File: config.mk
export PLATFORM = sky130hd
export DESIGN_NAME = bms_core
export DESIGN_NICKNAME = d
export VERILOG_FILES = /design/src/bms_pkg.sv /design/src/bms_sync_detect.sv /design/src/bms_softstart.sv /design/src/bms_core.sv
export SDC_FILE = /design/constraint.sdc
export NUM_CORES = 1
export LEC_CHECK = 0
export BUFFER_PORTS_ARGS = -buffer_cell sky130_fd_sc_hd__clkbuf_2
export CAP_MARGIN = 20
export CORE_MARGIN = 10
export CORE_UTILIZATION = 54
export DETAILED_ROUTE_END_ITERATION = 12
export PLACE_DENSITY_LB_ADDON = 0.12
export SYNTH_ARGS = -nofsm -noshare
export SYNTH_HDL_FRONTEND = slang
export SYNTH_SLANG_ARGS = --single-unit
File: constraint.sdc
create_clock -name sys_clk -period 2.25 [get_ports sys_clk]
set_clock_uncertainty 0.1 [all_clocks]
set_input_delay 0.1125 -clock sys_clk [delete_from_list [all_inputs] [get_ports sys_clk]]
set_output_delay 0.1125 -clock sys_clk [all_outputs]
set_load 0.05 [all_outputs]
File: src/bms_pkg.sv
// constants, types and behaviour summary of the buck mode sequencer
//
// Behaviour
// - enter pulse skipping after low-load flag holds for 32 switching cycles
// - in pulse skipping, start high-side pulse when output below +0.8% trip
// - skip pulse ends at 200 mA peak; rectifier runs to near-zero current
// - keep pulsing until output above +1.6%, then idle until low trip
// - leave pulse skipping at once when output falls 1.6% below nominal
// - soft-start limit steps 200, 400, 800 mA then settles at 1.2 A
// - full duty demand holds high-side switch on without periodic turn-off
// - turn-on pin low shuts everything down except the bandgap while over temperature
// - thermal shutdown keeps bandgap on; restarts when temperature clears
// - turn-on rising starts through soft-start stepping, not full limit
// - undervoltage lockout keeps both switches off
// - without external clock, switch from internal 850 kHz oscillator
// - accept 600 to 1200 kHz external clock, lock from first rising edge
// - no sync edge for four clock cycles starts fallback to internal clock
// - no switching while changing from external to internal clock
// - locked to external clock forces fixed-frequency operation
// - sync pin low: pulse width at heavy load, pulse skipping at light
// - output ok flag low whenever turn-on pin is low
// - output ok flag held low 250 us after enable with supply above 2.7 V
// - after the delay, output ok follows the 98.5% comparator
// - static high sync forces pulse width; static low allows skipping
// - forced pulse width keeps rectifier on through zero current
// - cycle: clock turns switch on, duty or limit trip, dead time, rectifier
package bms_pkg;
    localparam int CLK_MHZ        = 50;
    localparam int CLK_HZ         = CLK_MHZ * 1_000_000;
    localparam int OSC_KHZ        = 850;
    localparam int EXT_MAX_KHZ    = 1200;
    localparam int OSC_DIV        = CLK_HZ / (OSC_KHZ * 1000);
    localparam int EXT_MIN_PER    = CLK_HZ / (EXT_MAX_KHZ * 1000);
    localparam int SYNC_LOSS_PER  = 4;
    localparam int SYNC_LOSS_CYC  = SYNC_LOSS_PER * OSC_DIV;
    localparam int LOAD_LOW_TICKS = 32;
    localparam int SS_STEP_TICKS  = 16;
    localparam int DEAD_NS        = 40;
    localparam int DEAD_CYC       = (DEAD_NS * CLK_MHZ + 999) / 1000;
    localparam int PG_DELAY_US    = 250;
    localparam int PG_DELAY_CYC   = PG_DELAY_US * CLK_MHZ;

    localparam logic [1:0] ILIM_200MA  = 2'h0;
    localparam logic [1:0] ILIM_400MA  = 2'h1;
    localparam logic [1:0] ILIM_800MA  = 2'h2;
    localparam logic [1:0] ILIM_1200MA = 2'h3;

    localparam int          ADDR_W     = 12;
    localparam logic [11:0] REG_CTRL   = 12'h000;
    localparam logic [11:0] REG_STAT   = 12'h004;
    localparam logic [31:0] CTRL_RESET = 32'h0000_0000;
    localparam int CTRL_FORCE_PWM = 0;
    localparam int STAT_PFM       = 0;
    localparam int STAT_EXT       = 1;
    localparam int STAT_PG        = 2;
    localparam int STAT_RUN       = 3;
    localparam int STAT_ILIM      = 4;
    localparam int STAT_STATE     = 8;
    localparam int STAT_OT        = 12;
    localparam int STAT_UVLO      = 13;
    localparam int STAT_SWOVER    = 14;

    typedef enum logic [2:0] {
        ST_OFF     = 3'h0,
        ST_IDLE    = 3'h1,
        ST_HS      = 3'h2,
        ST_DEAD_HL = 3'h3,
        ST_LS      = 3'h4,
        ST_DEAD_LH = 3'h5
    } bms_state_e;

    typedef struct packed {
        logic load_low;
        logic skip_low;
        logic skip_high;
        logic mode_return_trip;
        logic duty_trip;
        logic ilim_trip;
        logic peak_trip;
        logic zero_cur;
        logic uvlo;
        logic over_temp;
        logic vin_ok;
        logic out_ok;
    } bms_cmp_s;

    typedef struct packed {
        logic hs_on;
        logic ls_on;
    } bms_gate_s;
endpackage

File: src/bms_sync_detect.sv
// switching clock source: internal divider or locked external sync edges
`timescale 1ns/1ps
`default_nettype none
module bms_sync_detect (
    input  wire logic sys_clk,
    input  wire logic rstn,
    input  wire logic sync_lvl,
    output logic      sw_tick,
    output logic      ext_locked,
    output logic      switchover
);
    import bms_pkg::*;
    localparam int GW = $clog2(SYNC_LOSS_CYC + 1);
    localparam int DW = $clog2(OSC_DIV);

    typedef struct packed {
        logic          prev;
        logic [GW-1:0] gap;
        logic [DW-1:0] div;
        logic          locked;
        logic          swover;
        logic          tick;
    } bms_sd_st_s;

    bms_sd_st_s q, d;
    logic rise;

    always_comb begin
        d = q;
        d.tick = 1'b0;
        d.prev = sync_lvl;
        rise = sync_lvl & ~q.prev;
        if (q.gap != GW'(SYNC_LOSS_CYC))
            d.gap = q.gap + GW'(1);
        if (rise && (!q.locked || q.gap >= GW'(EXT_MIN_PER - 1))) begin
            d.locked = 1'b1;
            d.swover = 1'b0;
            d.gap = '0;
            d.tick = 1'b1;
        end else if (q.locked && q.gap >= GW'(SYNC_LOSS_CYC - 1)) begin
            d.locked = 1'b0;
            d.swover = 1'b1;
            d.div = '0;
        end else if (!q.locked) begin
            if (q.div == DW'(OSC_DIV - 1)) begin
                d.div = '0;
                d.tick = 1'b1;
                d.swover = 1'b0;
            end else begin
                d.div = q.div + DW'(1);
            end
        end
    end

    always_ff @(posedge sys_clk or negedge rstn) begin
        if (!rstn)
            q <= '0;
        else
            q <= d;
    end

    assign sw_tick = q.tick;
    assign ext_locked = q.locked;
    assign switchover = q.swover;
endmodule // bms_sync_detect
`default_nettype wire

File: src/bms_softstart.sv
// soft-start current limit stepper
`timescale 1ns/1ps
`default_nettype none
module bms_softstart #(
    parameter int STEP_TICKS = bms_pkg::SS_STEP_TICKS
) (
    input  wire logic       sys_clk,
    input  wire logic       rstn,
    input  wire logic       restart,
    input  wire logic       sw_tick,
    output logic [1:0]      ilim_sel
);
    import bms_pkg::*;
    localparam int CW = $clog2(STEP_TICKS + 1);

    typedef struct packed {
        logic [1:0]    level;
        logic [CW-1:0] cnt;
    } bms_ss_st_s;

    bms_ss_st_s q, d;

    always_comb begin
        d = q;
        if (restart) begin
            d.level = ILIM_200MA;
            d.cnt = '0;
        end else if (sw_tick && q.level != ILIM_1200MA) begin
            if (q.cnt == CW'(STEP_TICKS - 1)) begin
                d.cnt = '0;
                d.level = q.level + 2'h1;
            end else begin
                d.cnt = q.cnt + CW'(1);
            end
        end
    end

    always_ff @(posedge sys_clk or negedge rstn) begin
        if (!rstn)
            q <= '0;
        else
            q <= d;
    end

    assign ilim_sel = q.level;
endmodule // bms_softstart
`default_nettype wire

File: src/bms_core.sv
// buck mode sequencer top: mode control, gate sequencing, power good, apb
`timescale 1ns/1ps
`default_nettype none
module bms_core #(
    parameter int PG_DELAY_CYCLES = bms_pkg::PG_DELAY_CYC,
    parameter int SS_STEPS        = bms_pkg::SS_STEP_TICKS
) (
    input  wire logic                  sys_clk,
    input  wire logic                  rstn,
    input  wire logic                  turn_on_pin,
    input  wire logic                  mode_sync_input,
    input  wire bms_pkg::bms_cmp_s     cmp,
    output bms_pkg::bms_gate_s         gate,
    output logic [1:0]                 ilim_sel,
    output logic                       bandgap_en,
    output logic                       osc_en,
    output logic                       output_ok_flag,
    output logic                       output_ok_oe,
    input  wire logic [11:0]           paddr,
    input  wire logic                  psel,
    input  wire logic                  penable,
    input  wire logic                  pwrite,
    input  wire logic [31:0]           pwdata,
    output logic [31:0]                prdata,
    output logic                       pready,
    output logic                       pslverr
);
    import bms_pkg::*;

    ////////////////////////////////////////////////////////////////////////
    // state

    localparam int IW = 14;
    localparam int PW = $clog2(PG_DELAY_CYCLES + 1);
    localparam int LW = $clog2(LOAD_LOW_TICKS + 1);
    localparam int DW = $clog2(DEAD_CYC + 1);

    typedef struct packed {
        logic [IW-1:0] s1;
        logic [IW-1:0] s2;
        bms_state_e    st;
        logic          pulse_skip_modulation;
        logic [LW-1:0] low_cnt;
        logic [DW-1:0] dead_cnt;
        logic          run;
        logic          ss_restart;
        logic [PW-1:0] pg_cnt;
        logic          pg;
        logic          hs;
        logic          ls;
        logic          bg;
        logic          osc;
        logic          force_pwm;
        logic [31:0]   rdata;
    } bms_core_st_s;

    bms_core_st_s q, d;

    logic       en;
    logic       sync_lvl;
    bms_cmp_s   c;
    logic       sw_tick;
    logic       ext_locked;
    logic       switchover;
    logic [1:0] ss_level;
    logic       forced;
    logic       run_now;
    logic       dead_done;
    logic       apb_setup;
    logic       apb_access;

    ////////////////////////////////////////////////////////////////////////
    // helpers

    function automatic logic reg_hit(input logic [11:0] a);
        reg_hit = (a == REG_CTRL) || (a == REG_STAT);
    endfunction

    function automatic logic [31:0] stat_word(input bms_core_st_s s,
                                             input logic lk,
                                             input logic sw,
                                             input logic [1:0] lv);
        logic [31:0] w;
        w = '0;
        w[STAT_PFM] = s.pulse_skip_modulation;
        w[STAT_EXT] = lk;
        w[STAT_PG] = s.pg;
        w[STAT_RUN] = s.run;
        w[STAT_ILIM +: 2] = lv;
        w[STAT_STATE +: 3] = s.st;
        w[STAT_OT] = s.s2[2];
        w[STAT_UVLO] = s.s2[3];
        w[STAT_SWOVER] = sw;
        stat_word = w;
    endfunction

    ////////////////////////////////////////////////////////////////////////
    // synchronised inputs

    assign en = q.s2[IW-1];
    assign sync_lvl = q.s2[IW-2];
    assign c = bms_cmp_s'(q.s2[IW-3:0]);

    bms_sync_detect u_sync (
        .sys_clk    (sys_clk),
        .rstn       (rstn),
        .sync_lvl   (sync_lvl),
        .sw_tick    (sw_tick),
        .ext_locked (ext_locked),
        .switchover (switchover)
    );

    bms_softstart #(
        .STEP_TICKS (SS_STEPS)
    ) u_ss (
        .sys_clk  (sys_clk),
        .rstn     (rstn),
        .restart  (q.ss_restart),
        .sw_tick  (sw_tick),
        .ilim_sel (ss_level)
    );

    // static high, locked clock or software force
    assign forced = sync_lvl | ext_locked | q.force_pwm;
    assign run_now = en & ~c.over_temp & ~c.uvlo;
    assign dead_done = (q.dead_cnt == DW'(DEAD_CYC - 1));
    assign apb_setup = psel & ~penable;
    assign apb_access = psel & penable;

    ////////////////////////////////////////////////////////////////////////
    // next state

    always_comb begin
        d = q;
        d.s1 = {turn_on_pin, mode_sync_input, cmp};
        d.s2 = q.s1;
        d.run = run_now;
        d.ss_restart = run_now & ~q.run;
        d.dead_cnt = dead_done ? q.dead_cnt : q.dead_cnt + DW'(1);

        if (!c.load_low) begin
            d.low_cnt = '0;
        end else if (sw_tick && q.low_cnt != LW'(LOAD_LOW_TICKS)) begin
            d.low_cnt = q.low_cnt + LW'(1);
        end
        if (!q.pulse_skip_modulation && !forced && q.low_cnt == LW'(LOAD_LOW_TICKS))
            d.pulse_skip_modulation = 1'b1;
        if (q.pulse_skip_modulation && c.mode_return_trip) begin
            d.pulse_skip_modulation = 1'b0;
            d.low_cnt = '0;
        end
        if (forced || !run_now) begin
            d.pulse_skip_modulation = 1'b0;
            d.low_cnt = '0;
        end

        case (q.st)
            ST_OFF: begin
                if (run_now)
                    d.st = ST_IDLE;
            end
            ST_IDLE: begin
                if (q.pulse_skip_modulation && c.skip_low) begin
                    d.st = ST_DEAD_LH;
                    d.dead_cnt = '0;
                end else if (!q.pulse_skip_modulation && sw_tick) begin
                    d.st = ST_DEAD_LH;
                    d.dead_cnt = '0;
                end
            end
            ST_HS: begin
                if (q.pulse_skip_modulation && c.peak_trip) begin
                    d.st = ST_DEAD_HL;
                    d.dead_cnt = '0;
                // trip ends on-time, else stays on
                end else if (!q.pulse_skip_modulation && (c.duty_trip || c.ilim_trip)) begin
                    d.st = ST_DEAD_HL;
                    d.dead_cnt = '0;
                end
            end
            ST_DEAD_HL: begin
                if (dead_done)
                    d.st = ST_LS;
            end
            ST_LS: begin
                if (q.pulse_skip_modulation) begin
                    if (c.zero_cur) begin
                        d.st = c.skip_high ? ST_IDLE : ST_DEAD_LH;
                        d.dead_cnt = '0;
                    end
                end else if (sw_tick) begin
                    d.st = ST_DEAD_LH;
                    d.dead_cnt = '0;
                end else if (c.zero_cur && !forced) begin
                    d.st = ST_IDLE;
                end
            end
            ST_DEAD_LH: begin
                if (dead_done)
                    d.st = ST_HS;
            end
            default: begin
                d.st = ST_OFF;
            end
        endcase

        if (switchover && q.st != ST_OFF)
            d.st = ST_IDLE;
        if (!run_now)
            d.st = ST_OFF;

        // gate drive from next state only
        d.hs = (d.st == ST_HS);
        d.ls = (d.st == ST_LS);

        d.bg = en | c.over_temp;
        d.osc = en;

        if (!en) begin
            d.pg_cnt = '0;
            d.pg = 1'b0;
        end else begin
            if (c.vin_ok && q.pg_cnt != PW'(PG_DELAY_CYCLES))
                d.pg_cnt = q.pg_cnt + PW'(1);
            d.pg = (q.pg_cnt == PW'(PG_DELAY_CYCLES)) & c.out_ok;
        end

        // register access
        if (apb_access && pwrite && paddr == REG_CTRL)
            d.force_pwm = pwdata[CTRL_FORCE_PWM];
        if (apb_setup && !pwrite) begin
            if (paddr == REG_CTRL)
                d.rdata = {31'h0, q.force_pwm};
            else if (paddr == REG_STAT)
                d.rdata = stat_word(q, ext_locked, switchover, ss_level);
            else
                d.rdata = '0;
        end
    end

    ////////////////////////////////////////////////////////////////////////
    // registers

    always_ff @(posedge sys_clk or negedge rstn) begin
        if (!rstn) begin
            q <= '0;
            q.st <= ST_OFF;
            q.force_pwm <= CTRL_RESET[CTRL_FORCE_PWM];
        end else begin
            q <= d;
        end
    end

    ////////////////////////////////////////////////////////////////////////
    // outputs

    assign gate.hs_on = q.hs;
    assign gate.ls_on = q.ls;
    assign ilim_sel = ss_level;
    assign bandgap_en = q.bg;
    assign osc_en = q.osc;
    assign output_ok_flag = q.pg;
    assign output_ok_oe = ~q.pg;
    assign prdata = q.rdata;
    assign pready = 1'b1;
    assign pslverr = apb_access & ~reg_hit(paddr);
endmodule // bms_core
`default_nettype wire

Word-level counts from Yosys, hierarchy flattened
Index checks and enable logic that the tools add are counted.
{"block": "word_totals", "register_bits": 119, "inputBits": 63, "out_inout_bits": 42, "wordCells": 158}
{"block": "classes", "add_sub_neg": 7, "order_cmp": 2, "n_eq_ne": 21, "mux": 47, "n_bitwise": 19, "n_reduce_logical": 38}
{"cell": "15-bit 2-to-1 mux", "count": 3}
{"cell": "3-bit 2-to-1 mux", "count": 14}
{"cell": "6-bit 2-to-1 mux", "count": 5}
{"cell": "7-bit 2-to-1 mux", "count": 4}
{"cell": "2-bit 2-to-1 mux", "count": 11}
{"cell": "3-bit one-hot mux with 6 select lines", "count": 1}
{"cell": "1-bit logical AND", "count": 17}
{"cell": "8-bit 2-to-1 mux", "count": 2}
{"cell": "14-bit by 1-bit adder with 14-bit output (second input constant)", "count": 1}
{"cell": "14-bit equality test (second input constant)", "count": 1}
{"cell": "14-bit 2-to-1 mux", "count": 1}
{"cell": "14-bit inequality test (second input constant)", "count": 1}
{"cell": "6-bit by 1-bit adder with 6-bit output (second input constant)", "count": 2}
{"cell": "12-bit by 3-bit equality test with 1-bit output (second input constant)", "count": 1}
{"cell": "6-bit equality test (second input constant)", "count": 2}
{"cell": "12-bit logical NOT", "count": 1}
{"cell": "3-bit by 2-bit equality test with 1-bit output (second input constant)", "count": 3}
{"cell": "3-bit equality test (second input constant)", "count": 3}
{"cell": "3-bit nonzero test", "count": 3}
{"cell": "8-bit by 1-bit adder with 8-bit output (second input constant)", "count": 1}
{"cell": "1-bit AND", "count": 8}
{"cell": "8-bit by 6-bit greater-or-equal comparator with 1-bit output (second input constant)", "count": 1}
{"cell": "8-bit greater-or-equal comparator (second input constant)", "count": 1}
{"cell": "8-bit inequality test (second input constant)", "count": 1}
{"cell": "20 further kinds", "count": 46}

Depth between registers and ports, before layout
Gate-level depths: netlist (run 1).
{"block": "logic_depth", "ltp_word": 11, "ltp_mapped": 7, "depth_no_buf": 6}

Hierarchy
From an unflattened synthesis (run 1), not the netlist that was laid out.
{"block": "hier_totals", "cells_unflattened": 419, "area_unflattened_um2": 4613.2}
{"module": "bms_core", "instances": 1, "cells_per_inst": 286, "area_each_um2": 3273.1, "seq_area_each_um2": 1851.8}
{"module": "bms_sync_detect", "instances": 1, "cells_per_inst": 95, "area_each_um2": 954.7, "seq_area_each_um2": 450.4}
{"module": "bms_softstart", "instances": 1, "cells_per_inst": 38, "area_each_um2": 385.4, "seq_area_each_um2": 175.2}

Worst setup path after synthesis (run 1)
Ideal clock, no wire load.
{"block": "synth_timing", "path_type": "register -> register", "from": "reg q[38] (netlist bit)", "to": "reg q[39] (netlist bit)", "t_arrival_ps": 1609, "required_ps": 2018, "slack_ps": 409, "path_stages_with_launch": 8, "cell_sequence": "dfrtp_1 inv_1 ha_1 nand4b_1 o41ai_4 buf_6 mux2i_1 nor2_1"}
{"block": "synth_between", "elab_chain_len": 3, "word_cells_on_any_way": 6, "classes_between": "add/sub: 1; eq/ne: 2; mux: 2; reduce/logical: 1"}
{"item": "start: declaration", "line_no": "bms_core.sv:57", "rtl": "bms_core_st_s q, d;"}
{"item": "14-bit by 1-bit adder with 14-bit output or 14-bit inequality test (tied branches)", "line_no": "bms_core.sv:224, bms_core.sv:223"}
{"item": "14-bit 2-to-1 mux or 1-bit logical AND (tied branches)", "line_no": "bms_core.sv:223", "rtl": "if (c.vin_ok && q.pg_cnt != PW'(PG_DELAY_CYCLES))"}
{"item": "15-bit 2-to-1 mux or 2-bit by 1-bit inequality test with 1-bit output (tied branches)"}
Several ways; a longest one is shown, not always the timed one. The select of a mux whose other input is x is not followed.
A chain may end at the register's enable or synchronous reset.

Worst setup path after layout (run 1)
{"block": "layout_timing", "from": "reg q[38] (netlist bit)", "to": "reg q[49] (netlist bit)"}
The elaborated chain is that of the path after synthesis.

==> reports/metrics.csv, run 1 <==
stage,metric,value,unit
layout,Layout Cells excl Fill,591,
critical_path,Top Family by Delay on Critical Path,simple AND/OR/NAND/NOR gates,
clock_tree,CTS Buf Count,9,
critical_path,Worst setup SP type,register,
yosys,Synth cell types,59,
placed_design,hpwl dp,6320,µm
timing,final hold violations,0,
critical_path,Worst Path Arrival,2.12,ns
pwr,cell-internal power,2.64,mW
run_status,status,"complete, no violations",
floorplanning,Initial Utilization,0.557,
critical_path,crit-path cells,inv_1 -> ha_1 -> nand4b_1 -> o41ai_4 -> buf_4 -> or4_1 -> a21oi_1,
drt,DRT Pass-1 Iters,4,
critical_path,CP Max Fanout,10,
timing,Final Slew Violations,0,
clock_tree,clk sinks,99,
floorplanning,IO Pins,105,
placed_design,I/O Buffers,52,
yosys,synthesized area,4570,µm²
floorplanning,Die Footprint,12500,µm²
timing,Worst-Margin Slew,0.555,ns
clock_tree,H-tree depth,3,
drt,Via density,5.44,
yosys,"Top FF cell, synth",dfrtp_1,
timing,Worst slew margin,0.629,
drt,Antenna Nets Post-Route,0,
pwr,peak supply drop,0.000417,V
clock_tree,clock root cell,clkbuf_8,
pwr,switch share,0.296,
clock_tree,clk_lat worst skew,0.36,ns
yosys,"Warnings, synthesis",0,
timing,sum of negative setup slack,0,ns
placed_design,placed cells,559,
critical_path,slowest cell delay on critical path,0.50,ns
pwr,switching pwr,1.11,mW
worst_hold_path,Hold Crit Class,in2reg,
drt,DRC viols,0,
timing,RSZ-0062 raised after global routing,no,
layout,Final Util,0.625,
critical_path,worst endpoint required time,2.44,ns
yosys,syn avg cell area,10.8,µm²
floorplanning,number of core rows,33,
global_routing,gr usage total,0.143,
layout,most frequent cells in the layout,"99 x dfrtp_1, 51 x clkbuf_2, 33 x nor2_1",
drt,vias,3215,
floorplanning,Die H,112,µm
layout,diode count,0,
pwr,power density over the cells,731,nW/µm²
global_routing,Congestion Overflow GR,0,
yosys,"FF+latch count, synth",99,
timing,setup violators final,0,
global_routing,largest net degree at the start of global routing,44,
timing,"Min Clock Period, post-route",1.93,ns
timing,Fmax,518,MHz
run,maxcap violations,0,
drt,Wirelength per Cell,14.8,µm
yosys,register area share after synthesis,0.542,
layout,area delta synth->final,12.2,%
clock_tree,TritonCTS clock tree,built,
timing,Final period util,0.859,
pwr,combinational power share,0.162,
layout,nets@finish,554,
global_routing,vias in the first global route,3217,
critical_path,Buf/Inv on CP,2,
drt,1st-iter DRT viols,150,
layout,layout cells sized above 1,0.181,
layout,fin area,5130,µm²
clock_tree,"Reg clk slew, reported paths",0.09,ns
yosys,Post-synth EDFFs,0,
layout,"commonest non-fill, non-tap cell in the layout",dfrtp_1,
placed_design,Final GP Congestion,0.873,
clock_tree,Clock Path Buffers,2,
floorplanning,core area,8220,µm²
clock_tree,PostCTS Resize Cnt,0,
floorplanning,Die Width,112,µm
global_routing,first-pass GRT wire length,15200,µm
critical_path,Crit. End Element,register,
pwr,leakage power,2.34,nW
placed_design,dpl cell area,4780,µm²
yosys,Cells after Synth,423,
drt,drt total wl,8740,µm
pwr,Clk network pwr share,0.282,
pwr,Pwr Total,3.75,mW
pwr,Reg power frac,0.555,
critical_path,"Slowest-stage cell, CP",or4_1,
yosys,Synth async-reset ratio,1.00,
critical_path,CP Class,reg2reg,
global_routing,initial antenna violation count,0,
## registers in the layout, indices dropped and copies added, names as in the netlist
signal / cells
d: 15
prdata: 12
u_sync.sw_tick: 1
bandgap_en: 1
output_ok_flag: 1
osc_en: 1
u_sync.q: 15
c: 12
u_sync.switchover: 1
u_sync.ext_locked: 1
u_ss.ilim_sel: 2
gate: 2
q: 30
u_ss.q: 5
## path summary, 6_finish.rpt
check                                  start                    end  slack (ns)  cells after the start
setup / recovery           q[38]$_DFFE_PN0P_      q[49]$_DFFE_PN0P_        0.32                      7
hold / removal                      paddr[2]  prdata[0]$_DFFE_PN0P_        0.02                      3
setup reg to reg           q[38]$_DFFE_PN0P_      q[49]$_DFFE_PN0P_        0.32                      7
hold reg to reg              d[67]$_DFF_PN0_         c[1]$_DFF_PN0_        0.25                      0
max in group asynchronous               rstn  u_ss.q[1]$_DFFE_PN0P_        1.26                      3
min in group asynchronous               rstn        q[55]$_DFF_PN0_        0.17                      2
## area by class of cell
class	instances	area, µm²
multi-input combinational	276	1760
inverter	17	63.8
sequential	99	2480
clock inverter	5	37.5
timing repair buffer	78	510
tap	105	131
clock buffer	11	151
fill	670	3080
## metal layers
metal	GRT usage	wire, µm	vias to the layer above
met2	0.226	4080	76
met3	0.0469	517	14
met4	0.0457	86	0
met5	0	0	-
met1	0.181	4060	1559
li1	-	-	1566
## power by group through the flow
stage | Sequential [mW] | Combinational (mW) | Clock, mW
after floorplan | 2.08 | 0.470 | 0
after global placement | 2.11 | 0.576 | 0
after detailed placement | 2.12 | 0.593 | 0
after CTS | 2.08 | 0.616 | 1.10
after global routing | 2.11 | 0.694 | 1.17
final | 2.08 | 0.609 | 1.06
## worst min-delay path: stages
cell and delay [ns]:
clkbuf_2 0.10, mux2i_1 0.15, o31ai_1 0.08
## kinds of logic (layout without fill, tap and decap cells)
| group | after synthesis | in the layout | share of synthesized area |
|---|---|---|---|
| AND/OR/NAND/NOR | 143 | 143 | 0.169 |
| buffers and inverters | 67 | 111 | 0.0889 |
| XOR/XNOR | 16 | 16 | 0.0306 |
| AO/OA/AOI/OAI | 78 | 78 | 0.123 |
| flip-flops | 99 | 99 | 0.542 |
| multiplexers | 8 | 8 | 0.0181 |
| other | 2 | 21 | 0.00164 |
| adder cells (fa/ha/maj) | 10 | 10 | 0.0274 |
## repair_timing
item                      4_1_cts  5_1_grt
setup buffers                   0        0
hold endpoints to repair       53        0
hold buffers                   16        0
## through the flow
stage               hold slack, ns  setup WS (ns)
floorplan                   -0.283          0.409
CTS                         0.0106          0.316
detailed placement          0.0242          0.339
finish                      0.0175          0.318
global placement            0.0212          0.388
global route               0.00465          0.202
## synthesized netlist by cell type (9+ instances only)
library cell	n	area [µm²]
dfrtp_1	99	2480
ha_1	10	125
or3_1	10	62.6
buf_4	37	278
a22o_1	13	114
nand2_1	21	78.8
a21oi_1	18	90.1
o21ai_0	15	75.1
nor2_1	33	124
nand3_1	13	65.1
clkbuf_1	10	37.5
nor3_1	9	45.0
xor2_1	10	87.6
nand4_1	13	81.3
inv_1	17	63.8
Note: power is estimated with default switching activity, not from simulation.
==> inputs of run 2 (changes only) <==
--- a/config.mk
+++ b/config.mk
@@ -9,8 +9,10 @@
 export CAP_MARGIN = 20
 export CORE_MARGIN = 10
 export CORE_UTILIZATION = 54
+export CTS_CLUSTER_SIZE = 14
 export DETAILED_ROUTE_END_ITERATION = 12
 export PLACE_DENSITY_LB_ADDON = 0.12
 export SYNTH_ARGS = -nofsm -noshare
 export SYNTH_HDL_FRONTEND = slang
+export SYNTH_HIERARCHICAL = 1
 export SYNTH_SLANG_ARGS = --single-unit
==> reports/metrics.csv, run 2 <==
stage,metric,value,unit,change
clock_tree,CTS Buf Count,9,,unchanged
timing,Fmax,499,MHz,-3.5%
layout,nets@finish,548,,-1.1%
critical_path,CP Max Fanout,7,,-3
layout,largest register by flop count,q,,
worst_hold_path,min-delay src,pwrite,,
global_routing,gr usage total,0.145,,+0.00202
yosys,ranking of synthesized cells by area,"dfrtp_1 54%, buf_4 6.2%, ha_1 2.7%, nand3_1 2.5%, a22o_1 2.3%",,
timing,sum of negative setup slack,0,ns,unchanged
drt,Antenna Nets Post-Route,0,,unchanged
yosys,top cell type's share of synthesized area,0.537,,-0.00470
pwr,combinational power share,0.158,,-0.004
layout,Layout Cells excl Fill,585,,-1.0%
pwr,peak supply drop,0.000367,V,-12%
clock_tree,clock root cell,clkbuf_8,,
placed_design,I/O Buffers,52,,unchanged
timing,final hold violations,0,,unchanged
yosys,synthesized area,4610,µm²,+0.88%
global_routing,first-pass GRT wire length,15300,µm,+0.22%
critical_path,Worst Reg-to-Reg Cells,4,,-3
floorplanning,number of core rows,33,,unchanged
timing,Final Slew Violations,0,,unchanged
drt,Wirelength per Cell,15.3,µm,+3.2%
timing,setup violators final,0,,unchanged
drt,DRC viols,0,,unchanged
floorplanning,core area,8260,µm²,+0.50%
clock_tree,clk sinks,99,,unchanged
worst_hold_path,worst hold stages,4,,+1
layout,area delta synth->final,11.6,%,
yosys,Synth async-reset ratio,1.00,,unchanged
yosys,"FF+latch count, synth",99,,unchanged
critical_path,Worst R2R Setup Slack,0.25,ns,-0.07 ns
clock_tree,"Reg clk slew, reported paths",0.10,ns,about the same
pwr,leakage power,2.35,nW,+0.57%
layout,diode count,0,,unchanged
critical_path,Worst setup SP type,register,,
yosys,top-count cell post-synth,dfrtp_1,,
critical_path,Crit. Startpoint,q[48]$_DFFE_PN0P_,,
yosys,Synth area leader,dfrtp_1,,
clock_tree,TritonCTS clock tree,built,,
placed_design,hpwl dp,6390,µm,+1.1%
layout,"commonest non-fill, non-tap cell in the layout",dfrtp_1,,
critical_path,Crit. End Element,register,,
drt,drt total wl,8920,µm,+2.1%
pwr,power density over the cells,737,nW/µm²,+0.81%
critical_path,R2R Path Start,q[48]$_DFFE_PN0P_,,
yosys,Cells after Synth,419,,-0.95%
critical_path,worst flop-to-flop path endpoint,q[38]$_DFFE_PN0P_,,
placed_design,placed cells,551,,-1.4%
timing,Worst slew margin,0.611,,-0.0183
floorplanning,Die H,112,µm,+0.36%
clock_tree,hold_buf cts,18,,+2
pwr,switching pwr,1.20,mW,+8.4%
yosys,Post-synth EDFFs,0,,unchanged
floorplanning,Die Footprint,12600,µm²,+0.72%
clock_tree,clk_lat worst skew,0.37,ns,about the same
floorplanning,Initial Utilization,0.559,,+0.00207
drt,1st-iter DRT viols,144,,-4.0%
global_routing,Congestion Overflow GR,0,,unchanged
yosys,"Top FF cell, synth",dfrtp_1,,
worst_hold_path,hold path endpoint,q[32]$_DFFE_PN0P_,,
critical_path,worst endpoint required time,2.42,ns,-0.02 ns
timing,"Min Clock Period, post-route",2.00,ns,+0.0704 ns
drt,DRT Pass-1 Iters,4,,unchanged
drt,vias,3152,,-2.0%
floorplanning,Die Width,112,µm,+0.36%
timing,RSZ-0062 raised after global routing,no,,
floorplanning,IO Pins,105,,unchanged
layout,layout cells sized above 1,0.194,,+0.0127
global_routing,largest net degree at the start of global routing,45,,+2.3%
critical_path,Worst Path Arrival,2.17,ns,+0.05 ns
layout,most frequent cells in the layout,"99 x dfrtp_1, 51 x clkbuf_2, 24 x nor2_1",,
clock_tree,PostCTS Resize Cnt,0,,unchanged
clock_tree,Clock Path Buffers,2,,unchanged
timing,Final period util,0.890,,+0.0313
clock_tree,H-tree depth,3,,unchanged
placed_design,Final GP Congestion,0.780,,-11%
worst_hold_path,Hold Crit Class,in2reg,,
clock_tree,postcts setup bufs,0,,unchanged
yosys,register area share after synthesis,0.537,,-0.00470
yosys,Synth cell types,59,,unchanged
run_status,status,"complete, no violations",,
pwr,cell-internal power,2.59,mW,-1.9%
layout,max reg flops,30,,unchanged
critical_path,CP Class,reg2reg,,
yosys,"Warnings, synthesis",6,,+6
pwr,Clk network pwr share,0.282,,about the same
pwr,switch share,0.317,,+0.0212
global_routing,initial antenna violation count,0,,unchanged
yosys,list of most frequent post-synthesis cells,"99 x dfrtp_1, 38 x buf_4, 24 x nor2_1",,
run,maxcap violations,0,,unchanged
drt,Via density,5.39,,-0.95%
pwr,Reg power frac,0.561,,+0.006
yosys,syn avg cell area,11.0,µm²,+1.8%
timing,Worst-Margin Slew,0.584,ns,+0.0288 ns
global_routing,vias in the first global route,3279,,+1.9%
[run 2: cell count changes after synthesis, moves of 3 or more]
cell     delta
nand4_1     -3
and2_1      +6
nor2_1      -9
o21ai_0     -3
xnor2_1     +4
or3_2       +3
nand3_1    +10
or3_1       -4
o41ai_1     +3
xor2_1      -3
[run 2: worst max path at each step]
| stage | endpoint | slack [ns] |
|---|---|---|
| floorplan | q[38]$_DFFE_PN0P_ | 0.40 |
| global placement | q[38]$_DFFE_PN0P_ | 0.31 |
| detailed placement | q[38]$_DFFE_PN0P_ | 0.26 |
| CTS | q[38]$_DFFE_PN0P_ | 0.23 |
| global route | q[38]$_DFFE_PN0P_ | 0.14 |
| finish | q[38]$_DFFE_PN0P_ | 0.25 |
[run 2: power by group through the flow]
| stage | Sequential (mW) | Combinational, mW | Clock [mW] |
|---|---|---|---|
| global route | 2.16 | 0.681 | 1.18 |
| CTS | 2.12 | 0.604 | 1.11 |
| finish | 2.13 | 0.598 | 1.07 |
| detailed placement | 2.16 | 0.581 | 0 |
| floorplan | 2.11 | 0.483 | 0 |
| global placement | 2.15 | 0.557 | 0 |
[run 2: critical path, stage by stage, from the launching register on]
cell and delay, ns:
dfrtp_1 0.43, or4_4 0.57, o41ai_4 0.51, xnor2_1 0.12, and2_1 0.17
[run 2: cell type report]
| type | count | area [µm²] |
|---|---|---|
| Clock buffer | 9 | 124 |
| Clock inverter | 7 | 58.8 |
| Fill cell | 660 | 3110 |
| Timing Repair Buffer | 75 | 493 |
| Tap cell | 105 | 131 |
| Inverter | 16 | 60.1 |
| Multi-Input combinational cell | 274 | 1800 |
| Sequential cell | 99 | 2480 |
[run 2: routing by layer]
layer / share of wire / GRT usage / vias to the layer above
li1: - / - / 1532
met1: 0.47 / 0.177 / 1546
met2: 0.47 / 0.236 / 66
met3: 0.050 / 0.0532 / 8
met4: 0.010 / 0.0398 / 0
met5: 0 / 0 / -
[run 2: kinds of logic after synthesis]
kind of cell    share of synthesized area
simple gates                        0.190
flops                               0.537
compound gates                      0.104
buf+inv                            0.0873
xor+xnor                           0.0323
fa+ha+maj                          0.0271
mux                                0.0203
other cells                       0.00163
[run 2: through the flow]
step | setup WS, ns | cell area (µm²) | utilization | hold WS, ns | power, mW
after floorplan | 0.400 | 4680 | - | -0.283 | 2.59
after global placement | 0.314 | 4790 | 0.580 | 0.0487 | 2.71
after detailed placement | 0.260 | 4790 | 0.580 | 0.0534 | 2.74
after CTS | 0.233 | 5150 | 0.623 | 0.0685 | 3.84
after global routing | 0.140 | 5150 | 0.623 | 0.0985 | 4.02
final | 0.248 | 5150 | 0.623 | 0.0845 | 3.79
